$ cat config.mk
export PLATFORM = sky130hd
export DESIGN_NAME = fmba_arbiter
export DESIGN_NICKNAME = d
export VERILOG_FILES = /design/src/fmba_pkg.sv /design/src/fmba_arbiter.sv
export VERILOG_INCLUDE_DIRS = /design/src
export SDC_FILE = /design/constraint.sdc
export NUM_CORES = 1
export LEC_CHECK = 0
export ABC_CLOCK_PERIOD_IN_PS = 5840
export BUFFER_PORTS_ARGS = -buffer_cell sky130_fd_sc_hd__buf_2
export CORE_MARGIN = 2
export CORE_UTILIZATION = 44
export DETAILED_ROUTE_END_ITERATION = 16
export SLEW_MARGIN = 20
export SYNTH_ARGS = -nofsm -noshare
export SYNTH_HDL_FRONTEND = slang
export SYNTH_SLANG_ARGS = --single-unit
export TNS_END_PERCENT = 20
$ cat constraint.sdc
create_clock -name clk_in -period 5.84 [get_ports clk_in]
set_input_delay 0.292 -clock clk_in [delete_from_list [all_inputs] [get_ports clk_in]]
set_output_delay 0.292 -clock clk_in [all_outputs]
set_load 0.02 [all_outputs]
$ cat src/fmba_defs.svh
// Constants for the four-master bus arbiter
`ifndef FMBA_DEFS_SVH
`define FMBA_DEFS_SVH

// =====================================================
// Sizes and reset values
`define FMBA_NUM_MASTERS 4
`define FMBA_IDX_W       2
`define FMBA_GNT_IDLE    4'hF

// =====================================================
// Timing
`define FMBA_CLK_PERIOD_NS 4
`define FMBA_MAX_DEV_MHZ   40

`endif

$ cat src/fmba_pkg.sv
// Types for the four-master bus arbiter
`include "fmba_defs.svh"

package fmba_pkg;

  // Active-low request vector and lock line, bit i of req_b belongs to master i
  typedef struct packed {
    logic [`FMBA_NUM_MASTERS-1:0] req_b;
    logic                         lock_b;
  } fmba_bus_in_t;

  typedef enum logic [1:0] {
    FMBA_IDLE,
    FMBA_OWNED,
    FMBA_WAIT_UNLOCK
  } fmba_state_t;

endpackage

$ cat src/fmba_arbiter.sv
// Fixed-priority arbiter for four bus masters
// =====================================================
`include "fmba_defs.svh"

module fmba_arbiter (
  input  wire logic                         clk_in,    // Single-phase clock
  input  wire logic                         rst_b_in,  // Async reset, low
  input  wire fmba_pkg::fmba_bus_in_t       bus_in,    // Requests and lock
  output logic [`FMBA_NUM_MASTERS-1:0]      gnt_b_out  // Grants, active low
);
  import fmba_pkg::*;

  // =====================================================
  // Input synchronisers
  fmba_bus_in_t bus_s1;
  fmba_bus_in_t bus_s2;

  always_ff @(posedge clk_in or negedge rst_b_in) begin
    if (!rst_b_in) begin
      bus_s1 <= '1;
      bus_s2 <= '1;
    end else begin
      bus_s1 <= bus_in;
      bus_s2 <= bus_s1;
    end
  end

  logic [`FMBA_NUM_MASTERS-1:0] req;
  logic                         locked;
  assign req    = ~bus_s2.req_b;
  assign locked = ~bus_s2.lock_b;

  // =====================================================
  // Priority encoding
  logic                   any_req;
  logic [`FMBA_IDX_W-1:0] top_idx;

  always_comb begin
    any_req = |req;
    top_idx = '0;
    for (int i = `FMBA_NUM_MASTERS - 1; i >= 0; i--) begin
      if (req[i]) begin
        top_idx = i[`FMBA_IDX_W-1:0];
      end
    end
  end

  // =====================================================
  // Grant state
  fmba_state_t            state;
  logic [`FMBA_IDX_W-1:0] owner;

  always_ff @(posedge clk_in or negedge rst_b_in) begin
    if (!rst_b_in) begin
      state <= FMBA_IDLE;
      owner <= '0;
    end else begin
      case (state)
        FMBA_IDLE: begin
          if (any_req && !locked) begin
            state <= FMBA_OWNED;
            owner <= top_idx;
          end
        end
        FMBA_OWNED: begin
          if (any_req && top_idx < owner) begin
            state <= locked ? FMBA_WAIT_UNLOCK : FMBA_OWNED;
            if (!locked) begin
              owner <= top_idx;
            end
          end else if (!locked && !req[owner]) begin
            if (any_req) begin
              owner <= top_idx;
            end else begin
              state <= FMBA_IDLE;
            end
          end
        end
        FMBA_WAIT_UNLOCK: begin
          if (!locked) begin
            if (any_req) begin
              state <= FMBA_OWNED;
              owner <= top_idx;
            end else begin
              state <= FMBA_IDLE;
            end
          end
        end
        default: state <= FMBA_IDLE;
      endcase
    end
  end

  // =====================================================
  // Registered grant outputs
  always_ff @(posedge clk_in or negedge rst_b_in) begin
    if (!rst_b_in) begin
      gnt_b_out <= `FMBA_GNT_IDLE;
    end else begin
      gnt_b_out <= `FMBA_GNT_IDLE;
      if (state == FMBA_OWNED) begin
        gnt_b_out[owner] <= 1'b0;
      end
    end
  end

  // =====================================================
  // Checks
  // Requests from masters that outrank the present owner
  logic [`FMBA_NUM_MASTERS-1:0] outrank;

  for (genvar g = 0; g < `FMBA_NUM_MASTERS; g++) begin : g_outrank
    assign outrank[g] = req[g] && (g < owner);
  end
endmodule

==> impl_metrics.tcl, run 1 <==
set metrics [dict create \
    maxCapViolCount 0 \
    hold_path.class "in -> reg" \
    die_area_um2 2270 \
    max_slew_margin 0.751 \
    cts.sinks 18 \
    crit_type "reg -> reg" \
    grtUsageTotal 0.138 \
    nFillCells 174 \
    period_needed_ns 2.28 \
    syn_area_um2 840 \
    final-setup-viol-count 0 \
    portBuffers 10 \
    drtAntennaViolNets 0 \
    grt_pass1_wl_um 2130 \
    cp-start-kind "register" \
    syn_avg_cell_area_um2 12.3 \
    hold_viol_final 0 \
    layout.nets 96 \
    avgViaCountPerCell 5.13 \
    dpl_cell_area_um2 921 \
    num_rows 15 \
    worst_ep_required_time_ns 6.03 \
    tightest_slew_ns 0.373 \
    vdd_drop_max_mv 0.268 \
    hpwl_um 1010 \
    synth_top_area_frac 0.438 \
    cts_tree "yes" \
    synth_area_leaders "dfstp_2 (44%), dfrtp_1 (12%), ha_1 (7.5%)" \
    grt_pass1_vias 506 \
    stdcell_area_um2 967 \
    die_h_um 47.7 \
    drtPass1Iterations 4 \
    pre_cts_slack_ns 3.60 \
    wl_per_cell_um 12.4 \
    ys_seq_elements 18 \
    syn_inst 68 \
    antenna_cells 0 \
    cp.arrival_ns 2.47 \
    fin_setup_tns_ns 0 \
    drive_gt1_frac 0.410 \
    end_kind "register" \
    rsz0062_at_grt "no" \
    post-cts-setup-buffer-count 0 \
    yosysUniqueCellTypes 21 \
    yosysSeqAreaShare 0.557 \
    numCtsBuffers 3 \
    clk_latency_ns 0.30 \
    drt_wl_total_um 1330 \
    cts_buffer_depth 2 \
    core_area_um2 1760 \
    grt_start_max_net_pins 19 \
    area_growth_pct 15.2 \
    cts.clk_slew.worst_paths_ns 0.10 \
    cts_root_buf "clkbuf_4" \
    p_leak_nw 0.415 \
    crit_fanout 5 \
    layout_commonest_cell "dfstp_2" \
    syn_nets 80 \
    initialDrtViolationCount 7 \
    layout_common_cells "dfstp_2 (14), nand2_1 (11), buf_2 (10)" \
    fin_crit_sh 0.390 \
    place_congestion 0.797 \
    max_freq_mhz 439 \
    fin_worst_skew_ns 0.00628 \
    antenna_found_initial 0 \
    synth_warnings 0 \
    gr-total-overflow 0 \
    status "complete, no violations" \
    drv_slew 0 \
    io_pins 11 \
    vias 554 \
    p_per_area_nw_per_um2 477 \
    worst_slack_ns 3.56 \
    htreeDepth 1 \
    yosys.area.top_type "dfstp_2" \
    postCtsResizedCells 0 \
    drc 0 \
    power_mw 0.461 \
    dieWidth_um 47.7 \
    start_util 0.476 \
]
## area by class of cell
| type | instances | area [µm²] | area share |
|---|---|---|---|
| Sequential cell | 18 | 468 | 0.484 |
| Timing Repair Buffer | 11 | 60.1 | 0.0621 |
| Inverter | 5 | 18.8 | 0.0194 |
| Clock buffer | 4 | 36.3 | 0.0375 |
| Tap cell | 25 | 31.3 | 0.0323 |
| Multi-Input combinational cell | 45 | 353 | 0.365 |
## logic make-up (layout without fill, tap and decap cells)
logic type               Yosys count  in the layout  share of synthesized area
flip-flops                        18             18                      0.557
AO/OA/AOI/OAI                     10             10                      0.119
buffers and inverters              5             20                     0.0223
adder cells (fa/ha/maj)            5              5                     0.0745
AND/OR/NAND/NOR                   25             25                      0.142
multiplexers                       5              5                     0.0849
## layer usage
layer / routed length, µm / track usage
met3: 49 / 0.0226
met1: 617 / 0.169
met5: 0 / 0
met2: 619 / 0.221
met4: 48 / 0.0973
## sequential cells by signal, summed over array words and instances (netlist names)
name and count:
bus_s1 5, bus_s2 5, gnt_b_out 4, owner 2, state 2
## cells in the mapped netlist
master	instances
or3_4	1
o311ai_4	1
ha_1	5
o221a_4	1
o2111ai_2	1
o211ai_1	1
dfstp_2	14
nand4_1	1
a21oi_1	5
mux4_1	1
nor2b_2	1
nor3_1	1
nor2_1	5
nand3_1	4
nand2_1	11
nor3b_1	1
inv_1	4
dfrtp_1	4
inv_2	1
o22ai_1	1
mux2_1	4
## worst paths after layout
path | from | end | cells past startpoint | slack [ns]
max in group asynchronous | rst_b_in | bus_s2[4] | 2 | 5.09
setup reg to reg | bus_s2[1] | owner[0] | 7 | 3.56
setup / recovery | bus_s2[1] | owner[0] | 7 | 3.56
hold reg to reg | bus_s1[2] | bus_s2[2] | 0 | 0.36
min in group asynchronous | rst_b_in | state[0] | 2 | 0.43
hold / removal | bus_in[0] | bus_s1[0] | 1 | 0.08
## per-stage QoR
step	utilization	instances	hold WS (ns)
6_report	0.548	108	0.0785
5_1_grt	0.548	108	0.0709
4_1_cts	0.548	108	0.0781
3_5_place_dp	0.522	103	0.235
3_3_place_gp	0.522	103	0.236
2_1_floorplan	-	68	-0.00359
## worst max-delay path, stage by stage, from the launching register on
cell,delay (ns)
dfstp_2,0.59
nand2_1,0.10
a21oi_1,0.16
ha_1,0.26
o221a_4,0.13
or3_4,0.38
o2111ai_2,0.21
mux2_1,0.35
## power by group
part	internal [mW]	leakage, nW	switching (mW)
Combinational	0.0951	0.195	0.108
Sequential	0.157	0.199	0.0243
Clock	0.0380	0.0210	0.0391
Total	0.290	0.415	0.171
## what timing repair did
| item | 4_1_cts | 5_1_grt |
|---|---|---|
| hold buffers | 1 | 0 |
| hold endpoints to repair | 4 | 0 |
| endpoints found under the setup margin | 0 | 0 |
Power figures use the tool's default switching activity.
==> run 2, diff against run 1 <==
- ABC_CLOCK_PERIOD_IN_PS: 5840 -> 2000
- PLACE_DENSITY: default -> 0.66
- clock period: 5.84 -> 2 ns (I/O delays scaled with it)
==> run 2 against run 1 <==
The flow now finishes with violations (negative setup slack). Count of clock-buffer cells in the layout is the same. Worst hold slack gained 0.17 ns. Combinational power grew to 3.7 times the previous value. Routed wire length grew 26%. Critical path type unchanged. Clock power grew to 2.9 times the previous value. Clock skew shrank 0.0051 ns. Die area is the same. Sequential power grew to 2.9 times the previous value. First-iteration DRC count shrank 43%. Critical path depth is the same. Maximum frequency grew 9.0%. Non-clock buffer count grew 16. Highest routed layer unchanged.
==> impl_metrics.tcl, run 2 (synthesis gave the netlist of run 1 again) <==
set metrics [dict create \
    status "complete, but fails checks" \
    violations "negative setup slack" \
    stdcell_count 124 \
    final-setup-viol-count 4 \
    htreeDepth 1 \
    cp-start-kind "register" \
    worst_slack_ns -0.0914 \
    cts_tree "yes" \
    antenna_cells 0 \
    vias 617 \
    grtUsageTotal 0.184 \
    p_per_area_nw_per_um2 1330 \
    die_h_um 47.7 \
    worst_path_max_delay_cell "dfstp_2" \
    start_util 0.476 \
    max_freq_mhz 478 \
    layout.nets 112 \
    place_congestion 0.814 \
    hpwl_um 1250 \
    p_leak_nw 0.494 \
    grt_pass1_wl_um 2790 \
    stdcell_area_um2 1120 \
    die_area_um2 2270 \
    cts_buffer_depth 2 \
    avgViaCountPerCell 4.98 \
    grt_pass1_vias 639 \
    crit_type "reg -> reg" \
    dp.cells 113 \
    drive_gt1_frac 0.495 \
    dpl_cell_area_um2 1000 \
    cts.clk_slew.worst_paths_ns 0.10 \
    hold_viol_final 0 \
    antenna_found_initial 0 \
    wl_per_cell_um 13.5 \
    portBuffers 10 \
    vdd_drop_max_mv 0.683 \
    fin_setup_tns_ns -0.315 \
    maxCapViolCount 0 \
    layout_common_cells "dfstp_2 (14), buf_4 (11), nand2_1 (10), buf_2 (10), dlygate4sd3_1 (6)" \
    switching_power_mw 0.545 \
    dieWidth_um 47.7 \
    drc 0 \
    cts_root_buf "clkbuf_4" \
    clk_latency_ns 0.29 \
    cts.sinks 18 \
    hold_path.class "in -> async" \
    fin_crit_sh 1.05 \
    drt_wl_total_um 1680 \
    num_rows 15 \
    fin_worst_skew_ns 0.00123 \
    numCtsBuffers 3 \
    crit_fanout 3 \
    p_int_mw 0.954 \
    slowest_delay_ns 0.55 \
    drv_slew 0 \
    path_cells "nand2_2 -> a21oi_2 -> ha_1 -> o221a_4 -> or3_4 -> o2111ai_4 -> mux2_4" \
    period_needed_ns 2.09 \
    swShare 0.364 \
    combPwrFrac 0.500 \
    seqPwrFrac 0.351 \
    drtAntennaViolNets 0 \
    clockPowerShare 0.149 \
    rsz0062_at_grt "yes" \
    largestRegisters "bus_s1 x5, bus_s2 x5, gnt_b_out x4" \
    grt_start_max_net_pins 19 \
    tightest_slew_ns 0.393 \
    gr-total-overflow 0 \
    end_kind "register" \
    max_slew_margin 0.738 \
    area_growth_pct 34.0 \
    core_area_um2 1760 \
    worst_ep_required_time_ns 2.19 \
    drtPass1Iterations 4 \
    power_mw 1.50 \
    cp.arrival_ns 2.28 \
    layout_commonest_cell "dfstp_2" \
    io_pins 11 \
    initialDrtViolationCount 4 \
    hold_slack_ns 0.248 \
]
==> run 2: cell count changes in the layout (fill, tap and decap cells not counted), moves of 2 or more <==
cell           previous run  this run
mux2_4                    0         2
buf_4                     0        11
dlygate4sd3_1             1         6
mux2_1                    4         2
==> run 2: final cells by class <==
type	count	area, µm²
clock buffer	4	36.3
fill	146	639
inverter	5	18.8
multi-input combinational	45	378
sequential	18	468
tap	25	31.3
timing repair buffer	27	193
==> run 2: timing repair <==
action / CTS / global route
buffers inserted: 1 / 0
hold buffers: 6 / 0
resized for setup: 3 / 0
endpoints found under the hold margin: 9 / 0
pin swaps: 1 / 0
setup endpoints to repair: 4 / 4
==> run 2: per-stage QoR <==
step,setup slack (ns),utilization
CTS,-0.100,0.638
detailed placement,-0.116,0.568
global placement,-0.0627,0.568
finish,-0.0914,0.638
floorplan,-0.0887,-
global route,-0.151,0.638
==> run 2: per-layer routing <==
metal / global-route usage / vias up / part of all wire
li1: - / 301 / -
met1: 0.229 / 297 / 0.42
met2: 0.307 / 13 / 0.54
met3: 0.0264 / 6 / 0.018
met4: 0.0973 / 0 / 0.025
met5: 0 / - / 0
==> run 2: worst paths after layout <==
path / from / end / slack, ns / cells past startpoint
min in group clk_in: bus_s1[1] / bus_s2[1] / 0.36 / 0
setup / recovery: bus_s2[2] / owner[0] / -0.09 / 7
hold / removal: rst_b_in / owner[1] / 0.25 / 2
hold reg to reg: bus_s1[1] / bus_s2[1] / 0.36 / 0
setup reg to reg: bus_s2[2] / owner[0] / -0.09 / 7
max in group asynchronous: rst_b_in / bus_s2[2] / 1.44 / 2
==> run 2: power by group through the flow <==
stage               Sequential [mW]  Combinational [mW]  Clock, mW
floorplan                     0.547               0.455          0
global placement              0.526               0.649          0
detailed placement            0.532               0.676          0
CTS                           0.527               0.754      0.231
global route                  0.538               0.816      0.242
finish                        0.527               0.749      0.223
==> run 2: worst max-delay path: cells and delay by family, from the launching register on <==
| kind | cells | cell delay, ns |
|---|---|---|
| flip-flops | 1 | 0.55 |
| AO/OA/AOI/OAI | 3 | 0.46 |
| AND/OR/NAND/NOR | 2 | 0.41 |
| multiplexers | 1 | 0.32 |
| adder cells (fa/ha/maj) | 1 | 0.25 |
==> run 3, diff against run 2 <==
- BUFFER_PORTS_ARGS: -buffer_cell sky130_fd_sc_hd__buf_2 -> -buffer_cell sky130_fd_sc_hd__buf_4
- MAX_ROUTING_LAYER: default -> met4
==> run 3 against run 2 <==
The flow still finishes with violations (negative setup slack). Total power shrank 2.2%. Combinational power grew 1%. Non-clock buffer count down 1. Clock power shrank 18%. Register-to-register slack is essentially flat. Via count is 0.97% lower. Sequential power about the same. Core utilization is 0.43 points higher. Die area is the same. Sequential cell count did not move. Largest cell class unchanged.
==> impl_metrics.tcl, run 3 (synthesis gave the netlist of run 1 again) <==
set metrics [dict create \
    stdcell_area_um2 1130 \
    start_util 0.476 \
    fin_worst_skew_ns 0.00245 \
    grtUsageTotal 0.162 \
    dieWidth_um 47.7 \
    tightest_slew_ns 0.290 \
    status "complete, but fails checks" \
    hold_viol_final 0 \
    initialDrtViolationCount 7 \
    core_area_um2 1760 \
    worst_ep_required_time_ns 2.18 \
    drv_slew 0 \
    die_h_um 47.7 \
    worst_slack_ns -0.0980 \
    pre_cts_slack_ns -0.138 \
    antenna_cells 0 \
    avgViaCountPerCell 4.97 \
    max_freq_mhz 477 \
    cp.arrival_ns 2.27 \
    p_int_mw 0.933 \
    gr-total-overflow 0 \
    drive_gt1_frac 0.480 \
    violations "negative setup slack" \
    hpwl_um 1130 \
    antenna_found_initial 0 \
    drtAntennaViolNets 0 \
    hold_path.class "in -> async" \
    grt_pass1_vias 583 \
    end_kind "register" \
    vias 611 \
    htreeDepth 1 \
    crit_fanout 3 \
    drt_wl_total_um 1530 \
    drtPass1Iterations 4 \
    place_congestion 0.815 \
    grt_start_max_net_pins 19 \
    fin_util 0.642 \
    swShare 0.364 \
    max_slew_margin 0.806 \
    cts_buffer_depth 2 \
    num_rows 15 \
    cts.sinks 18 \
    die_area_um2 2270 \
    maxCapViolCount 0 \
    cts_tree "yes" \
    clockPowerShare 0.125 \
    r2r_start "bus_s2[2]" \
    layout_common_cells "buf_4 (20), dfstp_2 (14), nand2_1 (10)" \
    area_growth_pct 34.9 \
    seqPwrFrac 0.358 \
    final-setup-viol-count 4 \
    crit_start "bus_s2[2]" \
    numCtsBuffers 3 \
    p_per_area_nw_per_um2 1290 \
    wl_per_cell_um 12.4 \
    period_needed_ns 2.10 \
    grt_pass1_wl_um 2410 \
    layout.nets 111 \
    clk_latency_ns 0.28 \
    combPwrFrac 0.518 \
    cts.clk_slew.worst_paths_ns 0.10 \
    switching_power_mw 0.533 \
    fin_setup_tns_ns -0.309 \
    p_leak_nw 0.495 \
    rsz0062_at_grt "yes" \
    cp-start-kind "register" \
    reg2reg_slack_ns -0.1 \
    layout_commonest_cell "buf_4" \
    vdd_drop_max_mv 0.758 \
    largestRegisters "bus_s1 x5, bus_s2 x5, gnt_b_out x4" \
    io_pins 11 \
    drc 0 \
    crit_type "reg -> reg" \
    portBuffers 10 \
    fin_crit_sh 1.05 \
    cts_root_buf "clkbuf_4" \
    dpl_cell_area_um2 1030 \
]
## run 3: cell types whose count changed in the layout (fill, tap and decap cells not counted), sizes merged
cell,delta
buf,-1
## run 3: power groups by stage
stage	Clock, mW	Combinational (mW)	Sequential [mW]
after floorplan	0	0.455	0.547
after global placement	0	0.665	0.528
after detailed placement	0	0.686	0.530
after CTS	0.191	0.760	0.525
after global routing	0.202	0.827	0.535
final	0.183	0.759	0.524
## run 3: cell type report
cell class / instances / area [µm²]
Clock buffer: 4 / 26.3
Multi-Input combinational cell: 45 / 378
Sequential cell: 18 / 468
Inverter: 5 / 18.8
Tap cell: 25 / 31.3
Timing Repair Buffer: 26 / 210
Fill cell: 157 / 632
## run 3: worst max-delay path, cell delays in order, from the launching register on
cell and delay, ns:
dfstp_2 0.55, nand2_2 0.06, a21oi_2 0.11, ha_1 0.25, o221a_4 0.14, or3_4 0.35, o2111ai_4 0.23, mux2_4 0.32
## run 3: routing by layer
layer	global-route usage	wire length (µm)	vias to the layer above
li1	-	-	297
met1	0.195	686	300
met2	0.259	766	12
met3	0.0226	55	2
met4	0.0919	17	0
met5	-	0	-
## run 3: worst paths after layout
kind / end / cells past startpoint
max reg2reg: owner[0] / 7
min in group clk_in: bus_s2[1] / 0
min: owner[1] / 2
max: owner[0] / 7
max in group asynchronous: gnt_b_out[0] / 2
min reg2reg: bus_s2[1] / 0
## run 3: stage by stage
stage | total power, mW | std cells | hold slack, ns
global placement | 1.19 | 113 | -0.0250
CTS | 1.48 | 123 | 0.198
detailed placement | 1.22 | 113 | -0.0214
finish | 1.47 | 123 | 0.209
global route | 1.56 | 123 | 0.234
floorplan | 1.00 | 68 | -0.196
## run 3: what timing repair did
action,CTS,global route
endpoints found under the hold margin,23,0
pin swaps,2,0
endpoints found under the setup margin,4,4
hold buffers,6,0
buffers inserted,0,0
gates resized for setup,3,0
